$ cat src/hdl/mpwm_pkg.sv
// Constants, types and the work list of the four-channel multiplexed PWM block.
// Assumes a single 40 MHz core clock; all inputs synchronous to it.
//
// Function
// [RQ1] Four PWM pins, 254 duty levels each
// [RQ2] Tick every 3.9 us from 8-bit timer
// [RQ3] Period about 1 ms of timer ticks
// [RQ4] Load selected table set into duty counters
// [RQ5] Each tick decrements every duty counter
// [RQ6] Counter zero clears pending bit, pin next
// [RQ7] Period end reloads counters and pending data
// [RQ8] All four channels processed in parallel
// [RQ9] Drive prepared data first, then compute next
// [RQ10] Switch press advances to next table set
// [RQ11] Initial bit zero for 0%, else one
// [RQ12] Ignore the first tick after timer start
// [RQ13] First valid tick drives initial values
// [RQ14] Period counter zero on 254th valid tick
// [RQ15] 100% duty stays high whole period
// [RQ16] Next period data ready before boundary
// [RQ17] Press at boundary applies period after next
// [RQ18] Debounce switch, one advance per press
// [RQ19] Table entries in 5% steps of 254
// [RQ20] Reset: outputs low, set zero, idle
package mpwm_pkg;

    localparam int NUM_CH = 4;
    localparam int CORE_CLK_HZ = 40000000;
    localparam int TICK_NS = 3900;
    // Longest time, so round down; 156 cycles at 40 MHz
    localparam int TICK_CYCLES = (TICK_NS * (CORE_CLK_HZ / 1000000)) / 1000;
    localparam logic [7:0] TICK_LOAD = 8'(TICK_CYCLES - 1);
    localparam logic [7:0] SCALE = 8'hFE;
    localparam logic [7:0] PERIOD_LOAD = 8'hFE;
    localparam int NUM_SETS = 4;
    localparam logic [1:0] SET_RESET = 2'h0;
    // Debounce: stable switch level for this many ticks (about 1 ms)
    localparam logic [7:0] DEBOUNCE_TICKS = 8'hFF;
    localparam logic [NUM_CH-1:0] OUT_RESET = 4'h0;

    typedef logic [7:0] mpwm_duty_t;
    typedef struct packed {
        mpwm_duty_t ch3;
        mpwm_duty_t ch2;
        mpwm_duty_t ch1;
        mpwm_duty_t ch0;
    } mpwm_set_t;

    // Duty table in 5% steps: (SCALE*pct+50)/100
    localparam mpwm_set_t DUTY_TABLE [NUM_SETS] = '{
        '{ch3: 8'h00, ch2: 8'h40, ch1: 8'h7F, ch0: 8'hFE},
        '{ch3: 8'h19, ch2: 8'h66, ch1: 8'hBF, ch0: 8'hE5},
        '{ch3: 8'h7F, ch2: 8'h00, ch1: 8'hFE, ch0: 8'h33},
        '{ch3: 8'hFE, ch2: 8'hBF, ch1: 8'h0D, ch0: 8'h00}
    };

endpackage

$ cat src/hdl/mpwm_top.sv
// Four-channel multiplexed PWM generator with switch-selected duty sets.
// Assumes switch input is a clean-sampled level, high while pressed.
`timescale 1ns/1ps
`default_nettype none

module mpwm_top
    import mpwm_pkg::*;
(
    input wire logic core_clk, // 40 MHz clock
    input wire logic reset_n, // Async reset, active low
    input wire logic timerStart, // Level: timer runs while high
    input wire logic switchInputPin, // Duty select switch, high pressed
    output logic [NUM_CH-1:0] pwmOutputPins, // PWM outputs
    output logic [1:0] dutySetSel, // Current table set
    output logic periodStrobe // One-cycle pulse at period end
);

    // ------------------------------------------------------------
    // Tick timer
    // ------------------------------------------------------------
    logic [7:0] tickCnt_reg;
    logic tickInterrupt_reg;
    logic running_reg;
    logic armed_reg;

    always_ff @(posedge core_clk or negedge reset_n) begin
        if (!reset_n) begin
            tickCnt_reg <= 8'h00;
            tickInterrupt_reg <= 1'b0;
        end else if (!timerStart) begin
            tickCnt_reg <= TICK_LOAD;
            tickInterrupt_reg <= 1'b0;
        end else if (tickCnt_reg == 8'h00) begin
            tickCnt_reg <= TICK_LOAD; // RQ2
            tickInterrupt_reg <= 1'b1;
        end else begin
            tickCnt_reg <= tickCnt_reg - 8'h01;
            tickInterrupt_reg <= 1'b0;
        end
    end

    // First tick after start only arms the engine
    always_ff @(posedge core_clk or negedge reset_n) begin
        if (!reset_n) begin
            armed_reg <= 1'b0;
            running_reg <= 1'b0;
        end else if (!timerStart) begin
            armed_reg <= 1'b0; // RQ20
            running_reg <= 1'b0;
        end else if (tickInterrupt_reg) begin
            armed_reg <= 1'b1; // RQ12
            running_reg <= armed_reg;
        end
    end

    logic validTick;
    assign validTick = tickInterrupt_reg && armed_reg;

    // ------------------------------------------------------------
    // Switch debounce
    // ------------------------------------------------------------
    logic swStable_reg;
    logic [7:0] swCnt_reg;
    logic pressPending_reg;

    always_ff @(posedge core_clk or negedge reset_n) begin
        if (!reset_n) begin
            swStable_reg <= 1'b0;
            swCnt_reg <= 8'h00;
        end else if (switchInputPin == swStable_reg) begin
            swCnt_reg <= 8'h00;
        end else if (tickInterrupt_reg) begin
            // Level must hold for a full count of ticks to count as a change
            if (swCnt_reg == DEBOUNCE_TICKS) begin
                swStable_reg <= switchInputPin; // RQ18
                swCnt_reg <= 8'h00;
            end else begin
                swCnt_reg <= swCnt_reg + 8'h01;
            end
        end
    end

    logic pressEvent;
    assign pressEvent = tickInterrupt_reg && (swCnt_reg == DEBOUNCE_TICKS)
        && switchInputPin && !swStable_reg;

    // ------------------------------------------------------------
    // Set selection
    // ------------------------------------------------------------
    logic [7:0] periodCnt_reg;
    logic boundary;
    logic [1:0] setSel_reg;
    logic [1:0] loadSel_reg;

    assign boundary = validTick && running_reg && (periodCnt_reg == 8'h01);

    // Press is held until the boundary; set wins over clear
    always_ff @(posedge core_clk or negedge reset_n) begin
        if (!reset_n) begin
            pressPending_reg <= 1'b0;
        end else if (pressEvent) begin
            pressPending_reg <= 1'b1;
        end else if (boundary) begin
            pressPending_reg <= 1'b0;
        end
    end

    always_ff @(posedge core_clk or negedge reset_n) begin
        if (!reset_n) begin
            setSel_reg <= SET_RESET; // RQ20
        end else if (boundary && pressPending_reg) begin
            setSel_reg <= setSel_reg + 2'h1; // RQ10
        end
    end

    // Loaded set lags one boundary behind the selection
    always_ff @(posedge core_clk or negedge reset_n) begin
        if (!reset_n) begin
            loadSel_reg <= SET_RESET;
        end else if (!timerStart) begin
            loadSel_reg <= setSel_reg;
        end else if (boundary) begin
            loadSel_reg <= setSel_reg; // RQ17
        end
    end

    function automatic mpwm_duty_t dutyOf(input logic [1:0] sel, input int ch);
        mpwm_set_t s;
        s = DUTY_TABLE[sel]; // RQ19
        case (ch)
            0: dutyOf = s.ch0;
            1: dutyOf = s.ch1;
            2: dutyOf = s.ch2;
            default: dutyOf = s.ch3;
        endcase
    endfunction

    // ------------------------------------------------------------
    // Period counter
    // ------------------------------------------------------------
    always_ff @(posedge core_clk or negedge reset_n) begin
        if (!reset_n) begin
            periodCnt_reg <= PERIOD_LOAD;
        end else if (!running_reg && !validTick) begin
            periodCnt_reg <= PERIOD_LOAD;
        end else if (validTick) begin
            if (periodCnt_reg == 8'h01) begin
                periodCnt_reg <= PERIOD_LOAD; // RQ14 RQ3
            end else begin
                periodCnt_reg <= periodCnt_reg - 8'h01;
            end
        end
    end

    // ------------------------------------------------------------
    // Per-channel duty counters and pending data
    // ------------------------------------------------------------
    // One flip-flop per channel block, gathered on a net so no variable has two writers
    wire logic [NUM_CH-1:0] pendingBits;

    genvar g;
    generate
        for (g = 0; g < NUM_CH; g++) begin : gCh // RQ8
            mpwm_duty_t dutyCnt_reg;
            mpwm_duty_t loadVal;
            logic initBit;
            logic pend_reg;
            assign loadVal = dutyOf(boundary ? setSel_reg : loadSel_reg, g); // RQ4
            assign initBit = (loadVal != 8'h00); // RQ11
            assign pendingBits[g] = pend_reg;

            always_ff @(posedge core_clk or negedge reset_n) begin
                if (!reset_n) begin
                    dutyCnt_reg <= 8'h00;
                    pend_reg <= 1'b0;
                end else if (!running_reg && !validTick) begin
                    dutyCnt_reg <= loadVal;
                    pend_reg <= initBit;
                end else if (boundary) begin
                    dutyCnt_reg <= loadVal; // RQ7 RQ16
                    pend_reg <= initBit;
                end else if (validTick) begin
                    // SCALE duty never reaches zero inside a period
                    if (dutyCnt_reg == 8'h01) begin
                        pend_reg <= 1'b0; // RQ6 RQ15
                    end
                    if (dutyCnt_reg != 8'h00) begin
                        dutyCnt_reg <= dutyCnt_reg - 8'h01; // RQ5
                    end
                end
            end
        end
    endgenerate

    // ------------------------------------------------------------
    // Outputs
    // ------------------------------------------------------------
    always_ff @(posedge core_clk or negedge reset_n) begin
        if (!reset_n) begin
            pwmOutputPins <= OUT_RESET; // RQ20
        end else if (!timerStart) begin
            pwmOutputPins <= OUT_RESET;
        end else if (validTick) begin
            pwmOutputPins <= pendingBits; // RQ9 RQ13 RQ1
        end
    end

    always_ff @(posedge core_clk or negedge reset_n) begin
        if (!reset_n) begin
            dutySetSel <= SET_RESET;
            periodStrobe <= 1'b0;
        end else begin
            dutySetSel <= loadSel_reg;
            periodStrobe <= boundary;
        end
    end

endmodule

`default_nettype wire

$ cat config.mk
export PLATFORM = sky130hd
export DESIGN_NAME = mpwm_top
export DESIGN_NICKNAME = d
export VERILOG_FILES = /design/src/hdl/mpwm_pkg.sv /design/src/hdl/mpwm_top.sv
export SDC_FILE = /design/constraint.sdc
export NUM_CORES = 1
export LEC_CHECK = 0
export ABC_AREA = 0
export BUFFER_PORTS_ARGS = -buffer_cell sky130_fd_sc_hd__clkbuf_2
export CORE_UTILIZATION = 65
export CTS_CLUSTER_SIZE = 12
export DETAILED_ROUTE_END_ITERATION = 12
export PLACE_DENSITY_LB_ADDON = 0.3
export SLEW_MARGIN = 20
export SYNTH_ARGS = -nofsm -noshare
export SYNTH_HDL_FRONTEND = slang
export SYNTH_SLANG_ARGS = --single-unit
$ cat constraint.sdc
create_clock -name core_clk -period 8.5 [get_ports core_clk]
set_clock_uncertainty 0.2 [all_clocks]
set_input_delay 1.7 -clock core_clk [delete_from_list [all_inputs] [get_ports core_clk]]
set_output_delay 1.7 -clock core_clk [all_outputs]
set_load 0.01 [all_outputs]
=== After elaboration in Yosys (flattened, before gate mapping) ===
Cells that the tools add are included.

* Register bits: 76
* Output and inout bits: 7
* Logic and storage cells: 137
* Input port bits: 4

* Equality and inequality tests: 9
* Add/subtract/negate cells: 8
* Reductions and logical operators: 41
* Bitwise operators: 2
* Multiplexer cells: 55
* $lt $le $gt $ge: 1

{| class="wikitable"
|+ Operator list
! operator !! number
|-
| $mux W8 || 24
|-
| $bmux W32 S2 || 1
|-
| $mux W32 || 2
|-
| $reduce_bool A8 Y1 || 8
|-
| $sub A8 B1 Y8 const B || 6
|-
| $eq A8 B1 Y1 const B || 5
|-
| $reduce_bool A3 Y1 || 9
|-
| $mux W1 || 24
|-
| $reduce_and A2 Y1 || 8
|-
| $add A8 B1 Y8 const B || 1
|-
| $eq A8 B8 Y1 const B || 1
|-
| $logic_and A1 B1 Y1 || 8
|-
| $logic_not A8 Y1 || 1
|-
| $mux W4 || 2
|-
| $reduce_bool A2 Y1 || 3
|-
| $mux W2 || 2
|-
| $ne A2 B1 Y1 const B || 2
|-
| $ge A3 B3 Y1 const B || 1
|-
| $logic_not A1 Y1 || 3
|-
| $not A2 Y3 || 1
|-
| $reduce_and A3 Y1 || 1
|-
| $add A2 B1 Y2 const B || 1
|-
| $eq A1 B1 Y1 || 1
|-
| $not A1 Y1 || 1
|}

=== Depth between registers and ports, before layout ===
* Word-level depth: 11
* Depth in mapped cells: 12
* Depth with buffers taken out: 12

=== Least setup slack after synthesis ===
No wires, ideal clock.

* Path kind: flip-flop to flip-flop
* From: register periodCnt_reg[1]
* To: register gCh[3].dutyCnt_reg[7]
* Buffers on the path: 1
* Setup time: 0.145 ns
* Required time: 8.155 ns
* Cell stages (with the launch flop): 12
* Arrival time: 2.339 ns
* Path slack: 5.816 ns
* Period minus slack after synthesis: 2.684 ns
* Path through: dfstp_2 -> inv_1 -> ha_1 -> nor3b_2 -> and4_1 -> buf_2 -> mux2i_1 -> inv_2 -> ha_1 -> nor2_1 -> a41o_1 -> a221oi_1

* Word-level cells in the longest chain between the ends: 9
* Elaborated cells between the ends (all ways): 12
* Those cells by class: 1 x eq/ne; 6 x mux; 1 x bitwise; 4 x reduce/logical

{| class="wikitable"
|+ RTL lines
! what !! line !! RTL
|-
| start, declared || mpwm_top.sv:90 || <nowiki>logic [7:0] periodCnt_reg;</nowiki>
|-
| start signal, assigned || mpwm_top.sv:150 || <nowiki>periodCnt_reg <= periodCnt_reg - 8'h01;</nowiki>
|-
| $eq A8 B1 Y1 * || mpwm_top.sv:95 || <nowiki>assign boundary = validTick && running_reg && (periodCnt_reg == 8'h01);</nowiki>
|-
| $logic_and A1 B1 Y1 * || mpwm_top.sv:95 ||
|-
| $mux W2 || mpwm_top.sv:168 || <nowiki>assign loadVal = dutyOf(boundary ? setSel_reg : loadSel_reg, g);</nowiki>
|-
| $not A2 Y3 (not written as such) || mpwm_top.sv:129 || <nowiki>s = DUTY_TABLE[sel];</nowiki>
|-
| $bmux W32 S2 || mpwm_top.sv:129 ||
|-
| $mux W32 (not written as such) (2 in a row) || mpwm_top.sv:129 ||
|-
| $mux W8 || mpwm_top.sv:179 || <nowiki>end else if (boundary) begin</nowiki>
|-
| $mux W8 || mpwm_top.sv:176 || <nowiki>end else if (!running_reg && !validTick) begin</nowiki>
|-
| end signal, assigned || mpwm_top.sv:177 || <nowiki>dutyCnt_reg <= loadVal;</nowiki>
|-
| end signal, assigned || mpwm_top.sv:180 || <nowiki>dutyCnt_reg <= loadVal;</nowiki>
|-
| end signal, assigned || mpwm_top.sv:188 || <nowiki>dutyCnt_reg <= dutyCnt_reg - 8'h01;</nowiki>
|-
| end, declared || mpwm_top.sv:164 || <nowiki>mpwm_duty_t dutyCnt_reg;</nowiki>
|}

Mark *: on every way between the ends. The rest lies on a longest branch, timed or not. The select of a mux whose other input is x is not followed.
A chain may end at the register's enable or synchronous reset.

=== Worst setup path after layout ===
Same ends and word-level chain as after synthesis.

==> flow_metrics.tcl <==
set metrics [dict create \
    critPathCaptureType "flip-flop" \
    yosysTopAreaCell "dfrtp_1" \
    fin_crit_ns 3.120 \
    area_growth_pct 7.338 \
    grt_antenna_before_repair 0 \
    setup_ws_ns 5.380 \
    final_max_slew_viol_count 0 \
    r2r-start "periodCnt_reg[1]$_DFFE_PN1P_" \
    synth_top_area_share_pct 41.33 \
    overflow 0 \
    ys_warn_count 0 \
    cts_hold_buf 0 \
    synth-async-reset-ratio_pct 100.0 \
    synth.distinct_cells 56 \
    synth.avg_cell_area_sq_um 9.202 \
    fp.dieW_um 82.17 \
    ir_drop_uv 123.6 \
    p_leak_nw 1.908 \
    hold_path.class "flip-flop to flip-flop" \
    cap_violations 0 \
    rr_endpoint "gCh[3].dutyCnt_reg[7]$_DFFE_PN0P_" \
    via_per_inst 6.318 \
    syn_nets 479 \
    max_slew.worst_pin.slew_ns 1.026 \
    io_buffers 10 \
    synthTopCellsByCount "dfrtp_1 (69), nand2_1 (57), a21oi_1 (45)" \
    clk_path_buf_depth 2 \
    grt_util_all_layers_pct 30.86 \
    netlist_area_sq_um 4178 \
    finalSetupViolCount 0 \
    power_mw 0.7485 \
    via_count 3437 \
    grt_pass1_wl_um 15230 \
    post_cts_buffers 0 \
    die_h_um 82.17 \
    place_ws_ns 5.464 \
    holdWs_ns 0.2778 \
    numCtsBuffers 9 \
    crit_end "gCh[3].dutyCnt_reg[7]$_DFFE_PN0P_" \
    ff2ff_path_depth 10 \
    gp_congestion 0.9200 \
    cp-startpoint "periodCnt_reg[1]$_DFFE_PN1P_" \
    ys_seq_elements 76 \
    rows 28 \
    core_area_sq_um 6061 \
    start_util_pct 68.93 \
    crit_type "flip-flop to flip-flop" \
    antenna_cells 0 \
    largest_reg_flops 32 \
    synthTopCellsByArea "dfrtp_1 (41%), ha_1 (6.3%), a21oi_1 (5.4%), nand2_1 (5.1%), dfstp_2 (4.4%)" \
    crit_arrival_ns 3.14 \
    finalHoldViolCount 0 \
    ios 11 \
    clock-sinks 76 \
    cts_tree "yes" \
    drive_gt1_share_pct 9.595 \
    drt_iter0_markers 271 \
    insertion_delay_ns 0.36 \
    fmax_mhz 320.6 \
    r2r_slack_ns 5.38 \
    clk_pin_slew_worst_paths_ns 0.08 \
    wl_per_cell_um 16.48 \
    setup-tns-final_ns 0 \
    synth_cells 454 \
    htree_levels 3 \
    post-route-drc-count 0 \
    yosysMostFrequentCell "dfrtp_1" \
    wl_um 8964 \
    root_buffer "clkbuf_8" \
    grt_pass1_vias 3219 \
    utilization_pct 73.99 \
    start_kind "flip-flop" \
    drt_first_pass_iters 5 \
    ant_nets 0 \
    crit_fanout 8 \
    grt_max_degree 77 \
    place_hpwl_um 6278 \
    rsz0062_at_grt "no" \
    ctsResizeCount 0 \
    layout.nets 489 \
    slew_headroom_pct 31.63 \
    synth_seq_area_share_pct 45.73 \
    status "finished clean" \
    synth_edf_count 0 \
    cp.required_ns 8.52 \
    die-area_sq_um 6752 \
    power.density_nw_per_um2 166.9 \
    period_share_pct 36.70 \
    synth_ff_type "dfrtp_1" \
]
[worst min path at each step]
stage,cells after the start,from,slack (ns),endpoint
after floorplan,0,loadSel_reg[0]$_DFF_PN0_,0.19,dutySetSel[0]$_DFF_PN0_
after global placement,0,loadSel_reg[0]$_DFF_PN0_,0.25,dutySetSel[0]$_DFF_PN0_
after detailed placement,0,loadSel_reg[0]$_DFF_PN0_,0.24,dutySetSel[0]$_DFF_PN0_
after CTS,0,loadSel_reg[0]$_DFF_PN0_,0.27,dutySetSel[0]$_DFF_PN0_
after global routing,0,loadSel_reg[0]$_DFF_PN0_,0.29,dutySetSel[0]$_DFF_PN0_
final,0,loadSel_reg[0]$_DFF_PN0_,0.28,dutySetSel[0]$_DFF_PN0_
[layer usage]
metal  global-route usage, %  vias up  wire length (um)  share of wire (%)
li1                        -     1639                 -                  -
met1                   40.31     1639              3935                 44
met2                   48.84      131              4145                 46
met3                   6.264       28               596                6.6
met4                   15.61        0               286                3.2
met5                       0        -                 0                  0
[placed cells by master (no fill, tap or decap), types with 14 or more instances in the layout]
master / count
a21oi_1: 45
dfrtp_1: 69
ha_1: 21
inv_1: 19
nand2_1: 57
nand3_1: 20
nor2_1: 42
nor3_1: 14
o21ai_0: 22
xor2_1: 15
[power breakdown]
part	leakage, nW	switching [mW]	internal (mW)
clock	0.109	0.129	0.150
sequential	0.906	0.0190	0.378
combinational	0.893	0.0445	0.0281
[kinds of logic after synthesis]
| logic type | after synthesis | synth area share, % |
|---|---|---|
| compound gates | 112 | 16.92 |
| xor+xnor | 28 | 5.870 |
| fa+ha+maj | 21 | 6.289 |
| buf+inv | 32 | 2.965 |
| flops | 76 | 45.73 |
| mux | 3 | 0.7188 |
| simple gates | 182 | 21.50 |
[through the flow]
stage | cells | cell area, sq um
3_3_place_gp | 528 | 4283
2_1_floorplan | 454 | 4178
4_1_cts | 544 | 4484
6_report | 544 | 4484
3_5_place_dp | 528 | 4283
5_1_grt | 544 | 4484
[area by class of cell]
class	instances	area [sq um]
Fill cell	425	1577
Inverter	20	75.07
Multi-Input combinational cell	346	2143
Timing Repair Buffer	11	60.06
Clock buffer	11	151.4
Sequential cell	76	1911
Clock inverter	5	50.05
Tap cell	75	93.84
[worst max-delay path, cell delays in order, from the launching register on]
cell and delay [ns]:
dfstp_2 0.38, inv_1 0.11, ha_1 0.16, nor3b_2 0.40, and4_1 0.41, mux2i_1 0.56
inv_2 0.11, ha_1 0.20, nor2_1 0.26, a41o_1 0.13, a221oi_1 0.07
No activity file was read; power rests on OpenSTA's default activity.
